--- config.mk ---
export PLATFORM = sky130hd
export DESIGN_NAME = branch_decoder
export DESIGN_NICKNAME = d
export VERILOG_FILES = /design/src/rtl/decode_pkg.sv /design/src/rtl/branch_decoder.sv /design/src/rtl/operand_locator.sv
export SDC_FILE = /design/constraint.sdc
export NUM_CORES = 1
export LEC_CHECK = 0
export BUFFER_PORTS_ARGS = -buffer_cell sky130_fd_sc_hd__buf_4
export CAP_MARGIN = 20
export CORE_ASPECT_RATIO = 0.8
export CORE_MARGIN = 2
export CORE_UTILIZATION = 49
export CTS_CLUSTER_SIZE = 30
export DETAILED_ROUTE_END_ITERATION = 8
export PLACE_DENSITY = 0.8
export SYNTH_ARGS = -nofsm -noshare
export SYNTH_HDL_FRONTEND = slang
export SYNTH_SLANG_ARGS = --single-unit
--- constraint.sdc ---
create_clock -name ref_clk_i -period 5.2 [get_ports ref_clk_i]
set_clock_uncertainty 0.1 [all_clocks]
set_input_delay 0.52 -clock ref_clk_i [delete_from_list [all_inputs] [get_ports ref_clk_i]]
set_output_delay 0.52 -clock ref_clk_i [all_outputs]
set_load 0.02 [all_outputs]
--- src/rtl/decode_pkg.sv ---
// Shared types and constants for the branch and operand-location decoder
package decode_pkg;

	// ****************************************
	// Opcodes
	// ****************************************
	localparam logic [7:0] OP_RTN_NEAR = 8'hc3;
	localparam logic [7:0] OP_RTN_NEAR_IMM = 8'hc2;
	localparam logic [7:0] OP_RTN_FAR = 8'hcb;
	localparam logic [7:0] OP_RTN_FAR_IMM = 8'hca;
	localparam logic [3:0] OP_JCC_HI = 4'h7;
	localparam logic [7:0] OP_JCZR = 8'he3;
	localparam logic [7:0] OP_LOOP = 8'he2;
	localparam logic [7:0] OP_LOOPZ = 8'he1;
	localparam logic [7:0] OP_LOOPNZ = 8'he0;
	localparam logic [7:0] OP_ENTER = 8'hc8;
	localparam logic [7:0] OP_OVF_TRAP = 8'hce;
	localparam logic [7:0] OP_SW_TRAP = 8'hcd;
	localparam logic [7:0] OP_IEXT = 8'hcf;
	localparam logic [7:0] OP_BOUND = 8'h62;
	localparam logic [7:0] OP_CLR_CARRY = 8'hf8;
	localparam logic [7:0] OP_SET_CARRY = 8'hf9;
	localparam logic [7:0] OP_INV_CARRY = 8'hf5;
	localparam logic [7:0] OP_MASK_INT = 8'hfa;
	localparam logic [7:0] OP_UNMASK_INT = 8'hfb;
	localparam logic [7:0] OP_CLR_DIR = 8'hfc;
	localparam logic [7:0] OP_SET_DIR = 8'hfd;
	localparam logic [7:0] OP_LOCK = 8'hf0;
	localparam logic [2:0] SEG_PFX_HI = 3'b001;
	localparam logic [2:0] SEG_PFX_LO = 3'b110;
	// Overflow trap vector, arbitrary neutral value
	localparam logic [7:0] OVF_TRAP_TYPE = 8'h04;

	// ****************************************
	// Addressing fields
	// ****************************************
	localparam logic [1:0] FORM_NO_DISP = 2'b00;
	localparam logic [1:0] FORM_DISP8 = 2'b01;
	localparam logic [1:0] FORM_DISP16 = 2'b10;
	localparam logic [1:0] FORM_REG = 2'b11;
	localparam logic [2:0] SEL_DIRECT = 3'b110;
	localparam logic [1:0] SEG_EXTRA = 2'b00;
	localparam logic [1:0] SEG_CODE = 2'b01;
	localparam logic [1:0] SEG_STACK = 2'b10;
	localparam logic [1:0] SEG_DATA = 2'b11;

	// ****************************************
	// Cycle costs (16-bit bus part, then 8-bit part)
	// ****************************************
	localparam logic [15:0] CYC_RTN_NEAR = 16'd16;
	localparam logic [15:0] CYC_RTN_NEAR_IMM = 16'd18;
	localparam logic [15:0] CYC_RTN_NEAR_8 = 16'd20;
	localparam logic [15:0] CYC_RTN_NEAR_IMM_8 = 16'd22;
	localparam logic [15:0] CYC_RTN_FAR = 16'd22;
	localparam logic [15:0] CYC_RTN_FAR_IMM = 16'd25;
	localparam logic [15:0] CYC_RTN_FAR_8 = 16'd30;
	localparam logic [15:0] CYC_RTN_FAR_IMM_8 = 16'd33;
	localparam logic [15:0] CYC_JCC_NT = 16'd4;
	localparam logic [15:0] CYC_JCC_T = 16'd13;
	localparam logic [15:0] CYC_JCZR_NT = 16'd5;
	localparam logic [15:0] CYC_JCZR_T = 16'd15;
	localparam logic [15:0] CYC_LOOP_NT = 16'd6;
	localparam logic [15:0] CYC_LOOP_T = 16'd16;
	localparam logic [15:0] CYC_ENTER_L0 = 16'd15;
	localparam logic [15:0] CYC_ENTER_L1 = 16'd25;
	localparam logic [15:0] CYC_ENTER_BASE = 16'd22;
	localparam logic [15:0] CYC_ENTER_STEP = 16'd16;
	localparam logic [15:0] CYC_ENTER_L0_8 = 16'd19;
	localparam logic [15:0] CYC_ENTER_L1_8 = 16'd29;
	localparam logic [15:0] CYC_ENTER_BASE_8 = 16'd26;
	localparam logic [15:0] CYC_ENTER_STEP_8 = 16'd20;
	localparam logic [15:0] CYC_OVF_T = 16'd48;
	localparam logic [15:0] CYC_OVF_NT = 16'd4;
	localparam logic [15:0] CYC_SW_TRAP = 16'd47;
	localparam logic [15:0] CYC_IEXT = 16'd28;
	localparam logic [15:0] CYC_BOUND_MIN = 16'd33;
	localparam logic [15:0] CYC_BOUND_MAX = 16'd35;
	localparam logic [15:0] CYC_FLAG = 16'd2;
	localparam logic [15:0] CYC_PREFIX = 16'd2;
	localparam logic [15:0] CYC_OL = 16'd4;

	// ****************************************
	// Types
	// ****************************************
	typedef enum logic [3:0] {
		K_NONE = 4'b0000, K_PREFIX = 4'b0001, K_RTN_NEAR = 4'b0010,
		K_RTN_FAR = 4'b0011, K_JCC = 4'b0100, K_JCZR = 4'b0101,
		K_LOOP = 4'b0110, K_ENTER = 4'b0111, K_TRAP = 4'b1000,
		K_IEXT = 4'b1001, K_BOUND = 4'b1010, K_FLAG = 4'b1011,
		K_UNKNOWN = 4'b1100
	} kind_t;

	typedef enum logic [2:0] {
		F_NONE = 3'b000, F_CLR_CARRY = 3'b001, F_SET_CARRY = 3'b010,
		F_INV_CARRY = 3'b011, F_MASK_INT = 3'b100, F_UNMASK_INT = 3'b101,
		F_CLR_DIR = 3'b110, F_SET_DIR = 3'b111
	} flag_op_t;

	typedef struct packed {
		logic [7:0] b3;
		logic [7:0] b2;
		logic [7:0] b1;
		logic [7:0] b0;
	} fetch_t;

	typedef struct packed {
		logic [15:0] accumulator_word;
		logic [15:0] count_word;
		logic [15:0] data_word;
		logic [15:0] base_word;
		logic [15:0] stack_pointer;
		logic [15:0] frame_base_pointer;
		logic [15:0] source_index;
		logic [15:0] destination_index;
		logic [15:0] ip_next;
		logic ovf;
		logic sign;
		logic zero;
		logic parity;
		logic carry;
	} cpu_state_t;

	typedef struct packed {
		logic [15:0] operand_location;
		logic [1:0] segment;
		logic [1:0] disp_len;
		logic is_reg;
		logic [15:0] reg_value;
	} ol_t;

	typedef struct packed {
		kind_t kind;
		logic taken;
		logic [2:0] length;
		logic [15:0] cycles;
		logic [15:0] cycles_max;
		logic [15:0] target;
		logic [15:0] imm16;
		logic [7:0] aux8;
		logic [15:0] count_next;
		flag_op_t flag_op;
		ol_t ol;
		logic bus_lock;
	} decode_t;

endpackage : decode_pkg

--- src/rtl/branch_decoder.sv ---
// Control-transfer and processor-control decoder with operand location
`timescale 1ns/1ps

// Summary of operation
// RULE1: near return opcodes, 16 and 18 cycles; code gives 20 and 22 on the 8-bit bus
// RULE2: far return opcodes, 22/25 or 30/33
// RULE3: conditional jump costs 4 or 13
// RULE4: condition pairs from low opcode bits
// RULE5: count-zero jump, 5 or 15 cycles
// RULE6: loop family, 6 or 16 cycles
// RULE7: procedure entry cost by nesting level
// RULE8: overflow trap 48/4, typed trap 47
// RULE9: interrupt exit takes 28 cycles
// RULE10: range check with addressing byte, 33-35
// RULE11: carry flag operations take 2 cycles
// RULE12: interrupt and direction flags, 2 cycles
// RULE13: lock prefix locks following instruction
// RULE14: form selects register or displacement size
// RULE15: base/index sums for selectors 000-010
// RULE16: form 00 selector 110 is direct
// RULE17: location computation costs 4 cycles
// RULE18: displacement precedes immediate data bytes
// RULE19: segment override prefix and codes
// RULE20: register code decode by size flag
// RULE21: frame base operands use stack segment
// RULE22: string destinations always extra segment
// RULE23: remaining selectors' location sums
module branch_decoder
	import decode_pkg::*;
(
	input wire logic ref_clk_i,
	input wire logic rst_i,
	input wire logic fetch_valid_i,
	input wire fetch_t fetch_i,
	input wire cpu_state_t state_i,
	input wire logic bus_8bit_i,
	output logic decode_valid_o,
	output decode_t decode_o
);

	// ****************************************
	// Declarations
	// ****************************************
	decode_t dec_d;
	decode_t dec_q;
	logic valid_d;
	logic valid_q;
	logic lock_pend_d;
	logic lock_pend_q;
	logic seg_pend_d;
	logic seg_pend_q;
	logic [1:0] seg_code_d;
	logic [1:0] seg_code_q;
	ol_t ol;
	logic [7:0] op;
	logic cond;
	logic [15:0] rel;
	logic [15:0] cw_dec;
	logic [15:0] lvl_extra;
	logic is_seg_pfx;
	logic is_string;
	logic is_string_dest;

	assign op = fetch_i.b0;
	assign rel = {{8{fetch_i.b1[7]}}, fetch_i.b1};
	assign cw_dec = state_i.count_word - 16'h0001;
	assign is_seg_pfx = (op[7:5] == SEG_PFX_HI) && (op[2:0] == SEG_PFX_LO);
	assign is_string = (op[7:2] == 6'b101001) || (op[7:1] == 7'b1010101)
		|| (op[7:2] == 6'b101011) || (op[7:1] == 7'b0110110);
	// Stores, moves, scans, compares and inputs write or read through the
	// destination index; loads and outputs do not.
	assign is_string_dest = is_string && (op[7:1] != 7'b1010110)
		&& (op[7:1] != 7'b0110111);

	// ****************************************
	// Operand location
	// ****************************************
	// RULE18: displacement follows second byte
	operand_locator u_loc (
		.modrm_i(fetch_i.b1),
		.disp_lo_i(fetch_i.b2),
		.disp_hi_i(fetch_i.b3),
		.word_i(op[0]),
		.seg_ovr_i(seg_pend_q),
		.seg_code_i(seg_code_q),
		.st_i(state_i),
		.ol_o(ol)
	);

	// ****************************************
	// Condition evaluation
	// ****************************************
	always_comb begin
		// RULE4: condition pairs
		unique case (op[3:1])
			3'b000: cond = state_i.ovf;
			3'b001: cond = state_i.carry;
			3'b010: cond = state_i.zero;
			3'b011: cond = state_i.carry | state_i.zero;
			3'b100: cond = state_i.sign;
			3'b101: cond = state_i.parity;
			3'b110: cond = state_i.sign ^ state_i.ovf;
			default: cond = (state_i.sign ^ state_i.ovf) | state_i.zero;
		endcase
		cond = cond ^ op[0];
	end

	// Level cost grows by one step per level above one; level is 8 bits so
	// the product stays well inside 16 bits.
	always_comb begin
		if (bus_8bit_i) begin
			lvl_extra = CYC_ENTER_BASE_8
				+ 16'(CYC_ENTER_STEP_8 * 16'(fetch_i.b3 - 8'd1));
		end else begin
			lvl_extra = CYC_ENTER_BASE
				+ 16'(CYC_ENTER_STEP * 16'(fetch_i.b3 - 8'd1));
		end
	end

	// ****************************************
	// Instruction decode
	// ****************************************
	always_comb begin
		dec_d = dec_q;
		valid_d = 1'b0;
		lock_pend_d = lock_pend_q;
		seg_pend_d = seg_pend_q;
		seg_code_d = seg_code_q;
		if (fetch_valid_i) begin
			valid_d = 1'b1;
			dec_d = '0;
			dec_d.ol = ol;
			dec_d.kind = K_UNKNOWN;
			dec_d.length = 3'd1;
			dec_d.count_next = state_i.count_word;
			dec_d.bus_lock = lock_pend_q;
			lock_pend_d = 1'b0;
			seg_pend_d = 1'b0;
			// RULE22: destination never overridden
			if (is_string_dest) begin
				dec_d.ol.operand_location = state_i.destination_index;
				dec_d.ol.segment = SEG_EXTRA;
				dec_d.ol.disp_len = 2'd0;
			end
			if (op == OP_LOCK) begin
				// RULE13: lock the next instruction
				dec_d.kind = K_PREFIX;
				dec_d.cycles = CYC_PREFIX;
				lock_pend_d = 1'b1;
				seg_pend_d = seg_pend_q;
			end else if (is_seg_pfx) begin
				// RULE19: override prefix held pending
				dec_d.kind = K_PREFIX;
				dec_d.cycles = CYC_PREFIX;
				seg_pend_d = 1'b1;
				seg_code_d = op[4:3];
				lock_pend_d = lock_pend_q;
			end else if (op[7:4] == OP_JCC_HI) begin
				// RULE3: jump cost by outcome
				dec_d.kind = K_JCC;
				dec_d.length = 3'd2;
				dec_d.taken = cond;
				dec_d.cycles = cond ? CYC_JCC_T : CYC_JCC_NT;
				dec_d.target = state_i.ip_next + rel;
			end else begin
				unique case (op)
					// RULE1: near return
					OP_RTN_NEAR, OP_RTN_NEAR_IMM: begin
						dec_d.kind = K_RTN_NEAR;
						dec_d.taken = 1'b1;
						dec_d.length = op[0] ? 3'd1 : 3'd3;
						dec_d.imm16 = op[0] ? 16'h0000 : {fetch_i.b2, fetch_i.b1};
						if (bus_8bit_i) begin
							dec_d.cycles = op[0] ? CYC_RTN_NEAR_8 : CYC_RTN_NEAR_IMM_8;
						end else begin
							dec_d.cycles = op[0] ? CYC_RTN_NEAR : CYC_RTN_NEAR_IMM;
						end
					end
					// RULE2: far return
					OP_RTN_FAR, OP_RTN_FAR_IMM: begin
						dec_d.kind = K_RTN_FAR;
						dec_d.taken = 1'b1;
						dec_d.length = op[0] ? 3'd1 : 3'd3;
						dec_d.imm16 = op[0] ? 16'h0000 : {fetch_i.b2, fetch_i.b1};
						if (bus_8bit_i) begin
							dec_d.cycles = op[0] ? CYC_RTN_FAR_8 : CYC_RTN_FAR_IMM_8;
						end else begin
							dec_d.cycles = op[0] ? CYC_RTN_FAR : CYC_RTN_FAR_IMM;
						end
					end
					// RULE5: branch only on zero count
					OP_JCZR: begin
						dec_d.kind = K_JCZR;
						dec_d.length = 3'd2;
						dec_d.taken = (state_i.count_word == 16'h0000);
						dec_d.cycles = dec_d.taken ? CYC_JCZR_T : CYC_JCZR_NT;
						dec_d.target = state_i.ip_next + rel;
					end
					// RULE6: loop family
					OP_LOOP, OP_LOOPZ, OP_LOOPNZ: begin
						dec_d.kind = K_LOOP;
						dec_d.length = 3'd2;
						dec_d.count_next = cw_dec;
						if (op == OP_LOOP) begin
							dec_d.taken = (cw_dec != 16'h0000);
						end else if (op == OP_LOOPZ) begin
							dec_d.taken = (cw_dec != 16'h0000) && state_i.zero;
						end else begin
							dec_d.taken = (cw_dec != 16'h0000) && !state_i.zero;
						end
						dec_d.cycles = dec_d.taken ? CYC_LOOP_T : CYC_LOOP_NT;
						dec_d.target = state_i.ip_next + rel;
					end
					// RULE7: entry cost by level
					OP_ENTER: begin
						dec_d.kind = K_ENTER;
						dec_d.length = 3'd4;
						dec_d.imm16 = {fetch_i.b2, fetch_i.b1};
						dec_d.aux8 = fetch_i.b3;
						if (fetch_i.b3 == 8'd0) begin
							dec_d.cycles = bus_8bit_i ? CYC_ENTER_L0_8 : CYC_ENTER_L0;
						end else if (fetch_i.b3 == 8'd1) begin
							dec_d.cycles = bus_8bit_i ? CYC_ENTER_L1_8 : CYC_ENTER_L1;
						end else begin
							dec_d.cycles = lvl_extra;
						end
					end
					// RULE8: overflow trap
					OP_OVF_TRAP: begin
						dec_d.kind = K_TRAP;
						dec_d.taken = state_i.ovf;
						dec_d.aux8 = OVF_TRAP_TYPE;
						dec_d.cycles = state_i.ovf ? CYC_OVF_T : CYC_OVF_NT;
					end
					// RULE8: typed trap
					OP_SW_TRAP: begin
						dec_d.kind = K_TRAP;
						dec_d.taken = 1'b1;
						dec_d.length = 3'd2;
						dec_d.aux8 = fetch_i.b1;
						dec_d.cycles = CYC_SW_TRAP;
					end
					// RULE9: interrupt exit
					OP_IEXT: begin
						dec_d.kind = K_IEXT;
						dec_d.taken = 1'b1;
						dec_d.cycles = CYC_IEXT;
					end
					// RULE10: range check
					OP_BOUND: begin
						dec_d.kind = K_BOUND;
						dec_d.length = 3'(3'd2 + 3'(ol.disp_len));
						// RULE17: location time already included
						dec_d.cycles = CYC_BOUND_MIN;
						dec_d.cycles_max = CYC_BOUND_MAX;
						dec_d.aux8 = {5'h00, fetch_i.b1[5:3]};
					end
					// RULE11: carry operations
					OP_CLR_CARRY, OP_SET_CARRY, OP_INV_CARRY: begin
						dec_d.kind = K_FLAG;
						dec_d.cycles = CYC_FLAG;
						dec_d.flag_op = (op == OP_CLR_CARRY) ? F_CLR_CARRY
							: (op == OP_SET_CARRY) ? F_SET_CARRY : F_INV_CARRY;
					end
					// RULE12: interrupt and direction
					OP_MASK_INT, OP_UNMASK_INT, OP_CLR_DIR, OP_SET_DIR: begin
						dec_d.kind = K_FLAG;
						dec_d.cycles = CYC_FLAG;
						dec_d.flag_op = (op == OP_MASK_INT) ? F_MASK_INT
							: (op == OP_UNMASK_INT) ? F_UNMASK_INT
							: (op == OP_CLR_DIR) ? F_CLR_DIR : F_SET_DIR;
					end
					default: begin
						dec_d.kind = K_UNKNOWN;
					end
				endcase
			end
			if (dec_d.cycles_max == 16'h0000) begin
				dec_d.cycles_max = dec_d.cycles;
			end
		end
	end

	// ****************************************
	// State registers
	// ****************************************
	always_ff @(posedge ref_clk_i) begin
		if (rst_i) begin
			dec_q <= '0;
			valid_q <= 1'b0;
			lock_pend_q <= 1'b0;
			seg_pend_q <= 1'b0;
			seg_code_q <= SEG_EXTRA;
		end else begin
			dec_q <= dec_d;
			valid_q <= valid_d;
			lock_pend_q <= lock_pend_d;
			seg_pend_q <= seg_pend_d;
			seg_code_q <= seg_code_d;
		end
	end

	assign decode_valid_o = valid_q;
	assign decode_o = dec_q;

endmodule : branch_decoder

--- src/rtl/operand_locator.sv ---
// Operand location, segment and register operand decode from the addressing byte
`timescale 1ns/1ps

module operand_locator
	import decode_pkg::*;
(
	input wire logic [7:0] modrm_i,
	input wire logic [7:0] disp_lo_i,
	input wire logic [7:0] disp_hi_i,
	input wire logic word_i,
	input wire logic seg_ovr_i,
	input wire logic [1:0] seg_code_i,
	input wire cpu_state_t st_i,
	output ol_t ol_o
);
	logic [1:0] form;
	logic [2:0] sel;
	logic [15:0] disp;
	logic [15:0] base;
	logic fb_based;
	logic [15:0] regs [8];

	assign form = modrm_i[7:6];
	assign sel = modrm_i[2:0];
	assign regs[0] = st_i.accumulator_word;
	assign regs[1] = st_i.count_word;
	assign regs[2] = st_i.data_word;
	assign regs[3] = st_i.base_word;
	assign regs[4] = st_i.stack_pointer;
	assign regs[5] = st_i.frame_base_pointer;
	assign regs[6] = st_i.source_index;
	assign regs[7] = st_i.destination_index;

	always_comb begin
		// RULE14: form picks displacement
		unique case (form)
			FORM_DISP8: disp = {{8{disp_lo_i[7]}}, disp_lo_i};
			FORM_DISP16: disp = {disp_hi_i, disp_lo_i};
			default: disp = 16'h0000;
		endcase
		fb_based = 1'b0;
		// RULE15: first three memory selectors
		// RULE23: remaining memory selectors
		unique case (sel)
			3'b000: base = st_i.base_word + st_i.source_index;
			3'b001: base = st_i.base_word + st_i.destination_index;
			3'b010: base = st_i.frame_base_pointer + st_i.source_index;
			3'b011: base = st_i.frame_base_pointer + st_i.destination_index;
			3'b100: base = st_i.source_index;
			3'b101: base = st_i.destination_index;
			3'b110: base = st_i.frame_base_pointer;
			default: base = st_i.base_word;
		endcase
		if (sel == 3'b010 || sel == 3'b011 || sel == SEL_DIRECT) begin
			fb_based = 1'b1;
		end
		ol_o.disp_len = 2'd0;
		if (form == FORM_DISP8) begin
			ol_o.disp_len = 2'd1;
		end else if (form == FORM_DISP16) begin
			ol_o.disp_len = 2'd2;
		end
		ol_o.operand_location = base + disp;
		// RULE16: direct address form
		if (form == FORM_NO_DISP && sel == SEL_DIRECT) begin
			ol_o.operand_location = {disp_hi_i, disp_lo_i};
			ol_o.disp_len = 2'd2;
			fb_based = 1'b0;
		end
		// RULE21: frame base uses stack segment
		ol_o.segment = fb_based ? SEG_STACK : SEG_DATA;
		if (seg_ovr_i) begin
			ol_o.segment = seg_code_i;
		end
		ol_o.is_reg = (form == FORM_REG);
		// RULE14: register form uses selector
		// RULE20: word or byte register decode
		if (word_i) begin
			ol_o.reg_value = regs[sel];
		end else if (sel[2]) begin
			ol_o.reg_value = {8'h00, regs[{1'b0, sel[1:0]}][15:8]};
		end else begin
			ol_o.reg_value = {8'h00, regs[{1'b0, sel[1:0]}][7:0]};
		end
	end

endmodule : operand_locator
==> results.json <==
{
  "cts_repair_resize_count": 0,
  "synth_edf_count": 0,
  "hold_buffers": 0,
  "r2r-start": "decode_o[37]$_SDFFE_PP0P_",
  "rsz0062_at_grt": "yes",
  "slew_violations": 0,
  "path_clk_slew_ns": 0.07,
  "drt-wirelength-per-cell_um": 20.4,
  "final_nets": 2066,
  "antenna_found_initial": 2,
  "syn_nets": 1778,
  "vias_per_cell": 6.07,
  "timing.critical_path.slowest_cell_delay_ns": 0.40,
  "fin_tns_setup_ns": 0,
  "dpl.hpwl_mm": 33.6,
  "fin_crit_sh_pct": 93.9,
  "min_path_cells": 3,
  "max_cap_violations": 0,
  "synth_area_um2": 12100,
  "synthArstFlopShare_pct": 0,
  "die_area_um2": 25900,
  "grt_pass1_wl_mm": 65.8,
  "ir_drop_v": 0.000201,
  "setup_viol": 0,
  "grt_pass1_vias": 12100,
  "coreArea_um2": 24200,
  "ios": 323,
  "min_period_ns": 4.88,
  "power_mw": 3.72,
  "timing.final.hold_violations": 0,
  "hp-class": "in -> reg",
  "p_leak_nw": 6.70,
  "internal_power_mw": 2.45,
  "routed_wl_mm": 43.4,
  "drt_iter0_drc": 1267,
  "worst_path_most_repeated_cell": "a21oi_1",
  "grt_usage_pct": 32.1,
  "syn2layout_area_growth_pct": 28.2,
  "p_sw_mw": 1.27,
  "num_vias": 12900,
  "syn_area_per_cell_um2": 8.04,
  "yosysSeqAreaShare_pct": 23.5,
  "drive_gt1_share_pct": 28.3,
  "fmax_ghz": 0.205,
  "worst_path_max_delay_cell": "ha_1",
  "crit_path_end_kind": "flip-flop",
  "ant_nets": 0,
  "powerDensity_nw_per_um2": 240,
  "crit_fanout": 6,
  "grt_overflow": 0,
  "layout_commonest_cell": "buf_4",
  "tightest_slew_ns": 0.974,
  "critical_path_depth": 26,
  "worstPathRequired_ns": 5.41,
  "crit_type": "in -> reg",
  "htree_levels": 4,
  "firstDrtPassIters": 7,
  "synth_cell_types": 72,
  "cts_tree": "built",
  "rows": 51,
  "r2r_slack_ns": 4.25,
  "ys_warn_count": 0,
  "startpoint": "fetch_i[8]",
  "start_util_pct": 49.8,
  "max-slew-margin-rel_pct": 34.8,
  "cts-buffers-inserted": 17,
  "outcome": "finished clean",
  "synthesis.instances": 1502,
  "hp-start": "fetch_i[19]",
  "grt_max_degree": 76,
  "root_buffer": "clkbuf_16",
  "die_h_um": 144,
  "place_congestion": 0.980,
  "insertion_delay_ns": 0.43,
  "clkPwrFrac_pct": 33.7,
  "synth-seq-cells": 142,
  "clockBufferDepth": 2,
  "post-cts-setup-buffers": 0,
  "fin_util_pct": 63.9,
  "p_comb_share_pct": 35.2,
  "final_cell_mix": "361 x buf_4, 182 x nor2_1, 168 x nand2_1",
  "drcViolationCount": 0,
  "r2r_cells": 4,
  "crit_buf_inv": 4,
  "startpoint_type": "primary input",
  "crit_arrival_ns": 5.09,
  "synthFlopType": "dfxtp_1",
  "crit_family": "compound AO/OA/AOI/OAI gates",
  "power.share.switching_pct": 34.1,
  "whs_ns": 0.251,
  "cts.sinks": 142,
  "die_w_um": 180,
  "antenna-diode-count": 0,
  "seqPwrFrac_pct": 31.1,
  "io_buffers": 322
}
-- Yosys cell counts, types with 5 or more instances --
master | n | area share [%]
mux2i_1 | 14 | 1.2
a22oi_1 | 49 | 3.0
o21a_1 | 15 | 0.93
nand3_1 | 30 | 1.2
nor3b_1 | 6 | 0.37
o31ai_1 | 10 | 0.62
ha_1 | 86 | 8.9
a31oi_1 | 15 | 0.78
nand2b_1 | 12 | 0.62
o211ai_1 | 34 | 2.1
o22ai_1 | 7 | 0.36
nor2b_1 | 13 | 0.67
mux2_2 | 50 | 4.7
o221ai_1 | 6 | 0.44
o21bai_1 | 8 | 0.50
o21ai_0 | 52 | 2.2
or2_2 | 6 | 0.31
nor3_1 | 23 | 0.95
nor4_1 | 9 | 0.47
nand2_1 | 169 | 5.3
or3_1 | 12 | 0.62
nor2_1 | 183 | 5.7
and2_1 | 17 | 0.88
mux4_2 | 38 | 7.1
xor2_1 | 40 | 2.9
inv_1 | 42 | 1.3
buf_2 | 9 | 0.37
and3_1 | 9 | 0.47
a221oi_1 | 6 | 0.44
clkbuf_1 | 73 | 2.3
a211oi_1 | 22 | 1.4
a311oi_1 | 14 | 1.0
dfxtp_1 | 142 | 24
fa_1 | 5 | 0.83
a211o_1 | 9 | 0.65
buf_1 | 10 | 0.31
a21boi_0 | 11 | 0.68
xnor2_1 | 57 | 4.1
a21oi_1 | 120 | 5.0
a21o_1 | 16 | 0.99
-- worst reg2reg max path, delay by kind of cell, from the launching register on --
family	cells	cell delay (ns)
AOI/OAI and AO/OA	1	0.17
DFF	1	0.32
and+or+nand+nor	3	0.28
-- path summary, 6_finish.rpt --
check | to
max | decode_o[37]$_SDFFE_PP0P_
min | decode_o[76]$_SDFFE_PP0P_
max reg2reg | decode_o[37]$_SDFFE_PP0P_
min reg2reg | decode_o[32]$_SDFFE_PP0P_
-- cell families (layout without fill, tap and decap cells) --
group | Yosys count | count (layout) | synth area share, %
AND/OR/NAND/NOR | 513 | 513 | 19.2
AO/OA/AOI/OAI | 420 | 420 | 23.2
flip-flops | 142 | 142 | 23.5
buffers and inverters | 137 | 438 | 4.38
multiplexers | 102 | 102 | 12.9
XOR/XNOR | 97 | 97 | 7.03
adder cells (fa/ha/maj) | 91 | 91 | 9.74
-- metal layers --
metal | track usage (%) | share of wire (%) | up-vias
li1 | - | - | 6060
met1 | 43.2 | 43 | 6088
met2 | 51.5 | 45 | 619
met3 | 7.25 | 9.1 | 98
met4 | 10.1 | 2.8 | 2
met5 | 0 | 0.030 | -
-- metrics by stage --
| step | instances | instance area [um^2] | worst slack (ns) |
|---|---|---|---|
| 2_1_floorplan | 1502 | 12100 | 0.0119 |
| 3_3_place_gp | 2088 | 14900 | -0.0451 |
| 3_5_place_dp | 2089 | 14900 | -0.148 |
| 4_1_cts | 2121 | 15500 | 0.275 |
| 5_1_grt | 2121 | 15500 | -0.0689 |
| 6_report | 2121 | 15500 | 0.318 |
-- sequential cells by signal, indices dropped and copies added (netlist names) --
name            flops
lock_pend_q         1
decode_valid_o      1
seg_code_q          2
seg_pend_q          1
decode_o          137
-- area by class of cell --
cell class                 instances  area (um^2)
sequential                       142         2840
timing repair buffer             362         2730
multi-input combinational       1223         8750
inverter                          44          166
fill                            2165         8760
clock inverter                    14          158
tap                              318          398
clock buffer                      18          439
-- power groups by stage --
stage | combinational [mW] | clock (mW) | sequential (mW)
3_3_place_gp | 1.26 | 0 | 1.18
6_report | 1.31 | 1.25 | 1.16
2_1_floorplan | 0.781 | 0 | 1.23
5_1_grt | 1.42 | 1.31 | 1.16
4_1_cts | 1.29 | 1.27 | 1.16
3_5_place_dp | 1.28 | 0 | 1.18
Note: power is estimated with default switching activity, not from simulation.
